[config.mk]
export PLATFORM = sky130hd
export DESIGN_NAME = idetf_regs
export DESIGN_NICKNAME = d
export VERILOG_FILES = /design/src/rtl/idetf_regs.v
export VERILOG_INCLUDE_DIRS = /design/src /design/src/rtl
export SDC_FILE = /design/constraint.sdc
export NUM_CORES = 1
export LEC_CHECK = 0
export BUFFER_PORTS_ARGS = -buffer_cell sky130_fd_sc_hd__buf_2
export CORE_UTILIZATION = 50
export CTS_BUF_LIST = sky130_fd_sc_hd__clkbuf_16
export CTS_CLUSTER_SIZE = 25
export DETAILED_ROUTE_END_ITERATION = 10
export PLACE_DENSITY = 0.83
export SYNTH_ARGS = -nofsm -noshare
export SYNTH_HDL_FRONTEND = slang
export SYNTH_SLANG_ARGS = --single-unit
[constraint.sdc]
create_clock -name clk -period 5.45 [get_ports clk]
set_input_delay 1.3625 -clock clk [delete_from_list [all_inputs] [get_ports clk]]
set_output_delay 1.3625 -clock clk [all_outputs]
set_load 0.1 [all_outputs]
[src/rtl/idetf_defs.vh]
// Register offsets, field positions, reset values and IDE addressing codes for the task file bank.
`ifndef IDETF_DEFS_VH
`define IDETF_DEFS_VH
`define IDETF_OFF_COMMAND 8'h44
`define IDETF_OFF_CYL_LOW 8'h4b
`define IDETF_OFF_CYL_HIGH 8'h4c
`define IDETF_OFF_DRIVE_HEAD 8'h4d
`define IDETF_OFF_ALT_STATUS 8'h4e
`define IDETF_OFF_DRIVE_ADDR 8'h4f
`define IDETF_OFF_REASON_LO 8'h50
`define IDETF_OFF_REASON_HI 8'h51
`define IDETF_OFF_ENABLE_LO 8'h54
`define IDETF_OFF_ENABLE_HI 8'h55
`define IDETF_TF_RESET 8'h00
`define IDETF_COMMAND_READ 8'hff
`define IDETF_REASON_RESET 16'h0000
`define IDETF_ENABLE_RESET 16'h0000
`define IDETF_REASON_WMASK 16'h1f1e
`define IDETF_ENABLE_WMASK 16'h1f1e
`define IDETF_BIT_CUT_SHORT 15
`define IDETF_BIT_SLAVE_STOP 12
`define IDETF_BIT_EXT_END 11
`define IDETF_BIT_INT_END 10
`define IDETF_BIT_IRQ_SEEN 9
`define IDETF_BIT_COUNT_DONE 8
`define IDETF_BIT_FIFO_UNREAD 4
`define IDETF_BIT_BUSY_CLEAR 3
`define IDETF_BIT_READBACK 2
`define IDETF_BIT_XFER_IRQ 1
`define IDETF_SEL_CS1N_HI_CS0N_LO 2'b10
`define IDETF_SEL_CS1N_LO_CS0N_HI 2'b01
`define IDETF_SEL_IDLE 2'b11
`define IDETF_DA_CYL_LOW 3'b100
`define IDETF_DA_CYL_HIGH 3'b101
`define IDETF_DA_DRIVE_HEAD 3'b110
`define IDETF_DA_COMMAND 3'b111
`define IDETF_DA_ALT_STATUS 3'b110
`define IDETF_DA_DRIVE_ADDR 3'b111
`endif

[src/rtl/idetf_regs.v]
// Task file proxy registers and DMA interrupt reason/enable registers of the IDE bridge.
`timescale 1ns/10ps
`include "idetf_defs.vh"
// How it works
// Cylinder-low proxy at 4Bh drives PIO with CS1_N high, CS0_N low, DA 100.
// Cylinder-high proxy at 4Ch addresses drive with CS1_N high, CS0_N low, DA 101.
// Drive/head proxy at 4Dh addresses drive with CS1_N high, CS0_N low, DA 110.
// Command proxy write at 44h gives PIO write, CS1_N high, CS0_N low, DA 111.
// Command proxy is write-only; reading it returns FFh.
// Alternate status proxy at 4Eh uses CS1_N low, CS0_N high, DA 110.
// Drive-address proxy at 4Fh uses CS1_N low, CS0_N high, DA 111.
// Interrupt reason register is 16 bits at offset 50h.
// Reason bits are refreshed when a DMA command finishes.
// Writing 1 clears a reason bit; writing 0 leaves it.
// Software masks reason value with enable bits itself.
// Bit 15 is read-only, set when an OUT packet DMA ends early.
// Bit 12 sets when the slave DMA stop command is issued.
// Bit 11 sets on external end-of-transfer, only in slave mode.
// Bit 10 sets on internal end-of-transfer such as a short packet.
// Bit 9 sets when the drive interrupt line is pending.
// Bit 8 sets when the transfer counter hits zero, slave or master mode.
// Bit 4 sets when the data FIFO holds unread data.
// Bit 3 sets when drive busy cleared and polling stopped.
// Bit 2 sets when task file readback command completes.
// Bit 1 sets only when count is zero and drive interrupt seen.
// Software writes the command proxy last.
// Internal end and count done together classify short-packet termination.
// Enable register at 54h gates each reason bit except bit 15 onto the interrupt.
// Proxies and reason bits clear on power-on and USB bus reset.
module idetf_regs
(
   // Clock and resets
   input wire clk,
   input wire reset,
   input wire bus_reset,
   // Microcontroller register port
   input wire [7:0] reg_addr,
   input wire reg_wr,
   input wire reg_rd,
   input wire [7:0] reg_wdata,
   output reg [7:0] reg_rdata,
   // Event sources, one-cycle pulses, and DMA mode levels
   input wire dma_cmd_done,
   input wire slave_dma_mode,
   input wire master_dma_mode,
   input wire out_packet_cut_short,
   input wire slave_dma_stopped,
   input wire external_transfer_end,
   input wire internal_transfer_end,
   input wire drive_irq_seen,
   input wire dma_count_done,
   input wire data_fifo_unread,
   input wire drive_busy_cleared,
   input wire regs_readback_done,
   // IDE PIO cycle request
   output reg pio_start,
   output reg pio_write,
   output reg cs1_n,
   output reg cs0_n,
   output reg [2:0] da,
   output reg [7:0] pio_wdata,
   // Interrupt and classification
   output reg dma_irq,
   output reg short_premature,
   output reg short_count_done
);

   reg [7:0] cyl_low_reg;
   reg [7:0] cyl_high_reg;
   reg [7:0] drive_head_reg;
   reg [7:0] alt_status_reg;
   reg [7:0] drive_addr_reg;
   reg [15:0] reason_reg;
   reg [15:0] reason_next;
   reg [15:0] enable_reg;
   reg [15:0] events;
   reg [15:0] clr_mask;
   reg [7:0] rdata_next;
   reg sel_hit;
   reg [1:0] sel_cs;
   reg [2:0] sel_da;
   reg xfer_done_seen;
   // Reserved and status bits of the enable register never take a write.
   wire [15:0] enable_wmask;
   assign enable_wmask = `IDETF_ENABLE_WMASK;

   // Gather hardware events; only counted when a DMA command completes.
   always @*
   begin
      events = 16'h0000;
      events[`IDETF_BIT_CUT_SHORT] = out_packet_cut_short;
      events[`IDETF_BIT_SLAVE_STOP] = slave_dma_stopped;
      events[`IDETF_BIT_EXT_END] = external_transfer_end & slave_dma_mode;
      events[`IDETF_BIT_INT_END] = internal_transfer_end;
      events[`IDETF_BIT_IRQ_SEEN] = drive_irq_seen;
      events[`IDETF_BIT_COUNT_DONE] = dma_count_done & (slave_dma_mode | master_dma_mode);
      events[`IDETF_BIT_FIFO_UNREAD] = data_fifo_unread;
      events[`IDETF_BIT_BUSY_CLEAR] = drive_busy_cleared;
      events[`IDETF_BIT_READBACK] = regs_readback_done;
      // A count that empties together with the command end still counts for bit 1.
      events[`IDETF_BIT_XFER_IRQ] = (xfer_done_seen | dma_count_done) & drive_irq_seen;
   end

   // Write-one-to-clear; a new event in the same cycle wins over the clear.
   always @*
   begin
      clr_mask = 16'h0000;
      if (reg_wr && reg_addr == `IDETF_OFF_REASON_LO)
      begin
         clr_mask[7:0] = reg_wdata;
      end
      else if (reg_wr && reg_addr == `IDETF_OFF_REASON_HI)
      begin
         clr_mask[15:8] = reg_wdata;
      end
      clr_mask = clr_mask & `IDETF_REASON_WMASK;
      reason_next = reason_reg & ~clr_mask;
      if (dma_cmd_done)
      begin
         reason_next = reason_next | events;
      end
   end

   // Address decode for the proxies selects chip selects and drive address lines.
   always @*
   begin
      sel_hit = 1'b1;
      sel_cs = `IDETF_SEL_CS1N_HI_CS0N_LO;
      sel_da = `IDETF_DA_COMMAND;
      if (reg_addr == `IDETF_OFF_CYL_LOW)
      begin
         sel_da = `IDETF_DA_CYL_LOW;
      end
      else if (reg_addr == `IDETF_OFF_CYL_HIGH)
      begin
         sel_da = `IDETF_DA_CYL_HIGH;
      end
      else if (reg_addr == `IDETF_OFF_DRIVE_HEAD)
      begin
         sel_da = `IDETF_DA_DRIVE_HEAD;
      end
      else if (reg_addr == `IDETF_OFF_COMMAND)
      begin
         sel_da = `IDETF_DA_COMMAND;
         // A command read never reaches the drive, so its status is not disturbed.
         sel_hit = reg_wr;
      end
      else if (reg_addr == `IDETF_OFF_ALT_STATUS)
      begin
         sel_cs = `IDETF_SEL_CS1N_LO_CS0N_HI;
         sel_da = `IDETF_DA_ALT_STATUS;
      end
      else if (reg_addr == `IDETF_OFF_DRIVE_ADDR)
      begin
         sel_cs = `IDETF_SEL_CS1N_LO_CS0N_HI;
         sel_da = `IDETF_DA_DRIVE_ADDR;
      end
      else
      begin
         sel_hit = 1'b0;
      end
   end

   // Read multiplexer; unmapped offsets read as zero.
   always @*
   begin
      rdata_next = 8'h00;
      if (reg_addr == `IDETF_OFF_CYL_LOW)
      begin
         rdata_next = cyl_low_reg;
      end
      else if (reg_addr == `IDETF_OFF_CYL_HIGH)
      begin
         rdata_next = cyl_high_reg;
      end
      else if (reg_addr == `IDETF_OFF_DRIVE_HEAD)
      begin
         rdata_next = drive_head_reg;
      end
      else if (reg_addr == `IDETF_OFF_COMMAND)
      begin
         rdata_next = `IDETF_COMMAND_READ;
      end
      else if (reg_addr == `IDETF_OFF_ALT_STATUS)
      begin
         rdata_next = alt_status_reg;
      end
      else if (reg_addr == `IDETF_OFF_DRIVE_ADDR)
      begin
         rdata_next = drive_addr_reg;
      end
      else if (reg_addr == `IDETF_OFF_REASON_LO)
      begin
         rdata_next = reason_reg[7:0];
      end
      else if (reg_addr == `IDETF_OFF_REASON_HI)
      begin
         rdata_next = reason_reg[15:8];
      end
      else if (reg_addr == `IDETF_OFF_ENABLE_LO)
      begin
         rdata_next = enable_reg[7:0];
      end
      else if (reg_addr == `IDETF_OFF_ENABLE_HI)
      begin
         rdata_next = enable_reg[15:8];
      end
   end

   // Bus reset clears the same state as power-on reset, one clock later.
   always @(posedge clk or posedge reset)
   begin
      if (reset)
      begin
         cyl_low_reg <= `IDETF_TF_RESET;
         cyl_high_reg <= `IDETF_TF_RESET;
         drive_head_reg <= `IDETF_TF_RESET;
         alt_status_reg <= `IDETF_TF_RESET;
         drive_addr_reg <= `IDETF_TF_RESET;
         reason_reg <= `IDETF_REASON_RESET;
         enable_reg <= `IDETF_ENABLE_RESET;
         xfer_done_seen <= 1'b0;
         reg_rdata <= 8'h00;
         pio_start <= 1'b0;
         pio_write <= 1'b0;
         cs1_n <= 1'b1;
         cs0_n <= 1'b1;
         da <= 3'b000;
         pio_wdata <= 8'h00;
         dma_irq <= 1'b0;
         short_premature <= 1'b0;
         short_count_done <= 1'b0;
      end
      else if (bus_reset)
      begin
         // The bus reset leaves the drive idle exactly as power-on reset does.
         cyl_low_reg <= `IDETF_TF_RESET;
         cyl_high_reg <= `IDETF_TF_RESET;
         drive_head_reg <= `IDETF_TF_RESET;
         alt_status_reg <= `IDETF_TF_RESET;
         drive_addr_reg <= `IDETF_TF_RESET;
         reason_reg <= `IDETF_REASON_RESET;
         enable_reg <= `IDETF_ENABLE_RESET;
         xfer_done_seen <= 1'b0;
         reg_rdata <= 8'h00;
         pio_start <= 1'b0;
         pio_write <= 1'b0;
         cs1_n <= 1'b1;
         cs0_n <= 1'b1;
         da <= 3'b000;
         pio_wdata <= 8'h00;
         dma_irq <= 1'b0;
         short_premature <= 1'b0;
         short_count_done <= 1'b0;
      end
      else
      begin
         if (reg_wr)
         begin
            if (reg_addr == `IDETF_OFF_CYL_LOW)
               cyl_low_reg <= reg_wdata;
            if (reg_addr == `IDETF_OFF_CYL_HIGH)
               cyl_high_reg <= reg_wdata;
            if (reg_addr == `IDETF_OFF_DRIVE_HEAD)
               drive_head_reg <= reg_wdata;
            if (reg_addr == `IDETF_OFF_ALT_STATUS)
               alt_status_reg <= reg_wdata;
            if (reg_addr == `IDETF_OFF_DRIVE_ADDR)
               drive_addr_reg <= reg_wdata;
            if (reg_addr == `IDETF_OFF_ENABLE_LO)
               enable_reg[7:0] <= reg_wdata & enable_wmask[7:0];
            if (reg_addr == `IDETF_OFF_ENABLE_HI)
               enable_reg[15:8] <= reg_wdata & enable_wmask[15:8];
         end
         // The count-done latch lets the drive interrupt arrive after the count empties.
         if (dma_cmd_done)
            xfer_done_seen <= 1'b0;
         else if (dma_count_done)
            xfer_done_seen <= 1'b1;
         reason_reg <= reason_next;
         // Read data is registered every cycle, so it lags the address by one edge.
         reg_rdata <= rdata_next;
         // Each proxy access except a command read launches one PIO cycle toward the drive.
         pio_start <= sel_hit & (reg_wr | reg_rd);
         pio_write <= sel_hit & reg_wr;
         cs1_n <= sel_hit & (reg_wr | reg_rd) ? sel_cs[1] : 1'b1;
         cs0_n <= sel_hit & (reg_wr | reg_rd) ? sel_cs[0] : 1'b1;
         da <= sel_hit & (reg_wr | reg_rd) ? sel_da : 3'b000;
         pio_wdata <= reg_wdata;
         // The interrupt follows the next reason value, so a clear drops it at once.
         dma_irq <= |(reason_next & enable_reg);
         // The two short-packet classes exclude each other by the state of bit 8.
         short_premature <= reason_next[`IDETF_BIT_INT_END] &
            ~reason_next[`IDETF_BIT_COUNT_DONE];
         short_count_done <= reason_next[`IDETF_BIT_INT_END] &
            reason_next[`IDETF_BIT_COUNT_DONE];
      end
   end

endmodule

==> results.yml <==
routing:
  final_antenna_net_count: 0
  post_drt_wl_per_cell_um: 18.4
  drt-vias-per-instance: 5.99
  drt_wl_total_um: 10100
  num_vias: 3287
  drc_errors: 0
  detailedRoute.firstIterationViolations: 343
  drt_pre_antenna_iters: 7
global_routing:
  grt_overflow_total: 0
  grt_antenna_before_repair: 0
  grt_start_max_net_pins: 49
  via_count_of_the_first_global_routing_pass: 3151
  global_route_wire_length_before_repair_um: 16200
  gr-usage-all-layers: 0.250
yosys:
  number_of_storage_elements_in_the_synthesis_netlist: 85
  synth.yosys.warnings: 0
  syn_inst: 403
  asyncSetResetFlopFracSynth: 1.00
  synth_sequential_area_ratio: 0.510
  post_synth_edffs: 0
  synthDistinctLibCells: 52
  syn_area_per_cell_um2: 10.4
  ys_dominant_reg_cell: "sky130_fd_sc_hd__dfrtp_1"
  mappedNetlistNets: 436
  mappedNetlistArea_um2: 4180
outcome:
  result_of_the_run: "finished, final reports clean"
layout:
  diodes: 0
  fin_nets: 475
  post-route-util: 0.602
  area_added_between_synthesis_and_finish_pct: 13.7
  largest_reg_flops: 10
  design_area_um2: 4750
  fraction_of_final_layout_cells_sized_beyond_drive_strength_1: 0.235
  finish.cell_count_without_fillers: 549
die:
  floorplan.die.height_um: 93.4
  floorplan.rows: 32
  initial_core_util: 0.530
  num_io_pins: 59
  core_ar_um2: 7890
  floorplan_die_width_um: 93.4
  die_area_um2: 8720
clocking:
  clk_path_buf_depth: 2
  cts_setup_buffers: 0
  numCtsBuffers: 9
  clkLatencyLatePin_ns: 0.34
  cts_tree: "done"
  cts_htree_levels: 3
  cts.sink_count: 85
  clockRootBuffer: "sky130_fd_sc_hd__clkbuf_16"
  ctsHoldBuffers: 0
  cts.clk_slew.worst_paths_ns: 0.06
  cts_resized: 0
timing:
  worst_slew_margin_rel: 0.165
  grt_setup_unrepaired: "false"
  timing.hold.ws_ns: 0.517
  post-route-worst-setup-slack_ns: 2.03
  setup-violations-final: 0
  timing.clock.skew_ns: 0.00698
  finalCritPeriodShare: 0.628
  finalHoldViolations: 0
  fmaxAchievable_ghz: 0.292
  timing.setup.tns_ns: 0
  worstMarginPinSlew_ns: 1.23
  maxSlewViolCount: 0
  finalCriticalPeriod_ns: 3.42
flow_run:
  maxCapViolations: 0
worst_setup_path:
  crit_slowest_cell: "sky130_fd_sc_hd__and3_1"
  sequence_of_cells_on_the_critical_path: "buf_2, nor4b_4, and3_1, nand4b_1, mux2i_1, nor2_1"
  critical-path-top-delay-family: "simple AND/OR/NAND/NOR gates"
  cpPeakStageDelay_ns: 0.58
  timing.critical_path.required_ns: 5.66
  cp.buffers_inverters: 1
  critical_path.startpoint_type: "primary input"
  cp-end-kind: "flop"
  critical_path_arrival_ns: 3.63
  crit_type: "in -> reg"
  worst_path_fanout_max: 13
pwr:
  power_frac_comb: 0.103
  sw_frac_of_total: 0.261
  switchingPower_mw: 0.366
  cellPowerDensity_nw_per_um2: 296
  finalPower_mw: 1.40
  internal_power_mw: 1.04
  p_seq_frac: 0.466
  pwr-share-clk: 0.432
  cellLeakagePower_nw: 2.39
  vdd_drop_max_v: 0.000140
place:
  place_hpwl_um: 6850
  cell_area_placed_um2: 4450
  place_congestion: 0.897
  placed_cells: 533
  port_buffers: 58
  place_ws_ns: 1.79
hold_path:
  timing.hold.worst.class: "reg -> reg"
## cell usage after synthesis (all sizes together) (8+ instances only)
cell / number / share of area
a21oi: 25 / 0.031
clkbuf: 15 / 0.013
nor2b: 11 / 0.016
nand3: 28 / 0.036
nand2: 25 / 0.022
mux2i: 34 / 0.081
nor2: 53 / 0.048
o21ai: 16 / 0.019
mux2: 12 / 0.032
dfrtp: 83 / 0.50
buf: 17 / 0.026
a22oi: 8 / 0.014
## final cells by class
type                            instances  area, um2
Multi-Input combinational cell        279       1860
Clock buffer                            9        225
Fill cell                             645       3140
Tap cell                              102        128
Inverter                                7       27.5
Clock inverter                          7       75.1
Sequential cell                        85       2130
Timing Repair Buffer                   60        305
## per-layer routing
metal  GRT usage  share of wire
met1       0.332           0.41
met5           0              0
met4      0.0872          0.018
met3      0.0610          0.080
met2       0.401           0.49
## placed cells by master (no fill, tap or decap), types with 3 or more instances in the layout
cell type                   count
sky130_fd_sc_hd__a21oi_1       24
sky130_fd_sc_hd__nor3_1         4
sky130_fd_sc_hd__nand3_1       26
sky130_fd_sc_hd__nor2_1        53
sky130_fd_sc_hd__o21ai_0       15
sky130_fd_sc_hd__a22o_1         7
sky130_fd_sc_hd__mux2i_1       34
sky130_fd_sc_hd__buf_2         58
sky130_fd_sc_hd__and3_1         5
sky130_fd_sc_hd__o2bb2ai_1      3
sky130_fd_sc_hd__a22oi_1        8
sky130_fd_sc_hd__and2_1         6
sky130_fd_sc_hd__nor2b_1       11
sky130_fd_sc_hd__clkbuf_16      9
sky130_fd_sc_hd__mux2_2        12
sky130_fd_sc_hd__dfrtp_1       83
sky130_fd_sc_hd__inv_1          5
sky130_fd_sc_hd__nand2_1       25
sky130_fd_sc_hd__a31oi_1        3
sky130_fd_sc_hd__a21o_1         5
sky130_fd_sc_hd__a221oi_1       3
## power by group through the flow
| stage | Clock [mW] | Combinational (mW) | Sequential, mW |
|---|---|---|---|
| 2_1_floorplan | 0 | 0.0727 | 0.695 |
| 3_3_place_gp | 0 | 0.140 | 0.665 |
| 3_5_place_dp | 0 | 0.143 | 0.665 |
| 4_1_cts | 0.611 | 0.143 | 0.654 |
| 5_1_grt | 0.644 | 0.154 | 0.655 |
| 6_report | 0.607 | 0.144 | 0.654 |
## path summary, 6_finish.rpt
check	slack [ns]	to	cells past startpoint	startpoint
setup / recovery	2.03	alt_status_reg[5]	6	reg_addr[5]
hold / removal	0.52	cyl_low_reg[2]	1	cyl_low_reg[2]
setup reg to reg	3.85	reg_rdata[2]	6	enable_reg[10]
hold reg to reg	0.52	cyl_low_reg[2]	1	cyl_low_reg[2]
max in group asynchronous	3.37	alt_status_reg[0]	3	reset
min in group asynchronous	1.06	xfer_done_seen	2	reset
## kinds of logic after synthesis
group	synth area share
simple gates	0.186
flops	0.510
buf+inv	0.0455
compound gates	0.139
mux	0.119
Power figures use the tool's default switching activity.
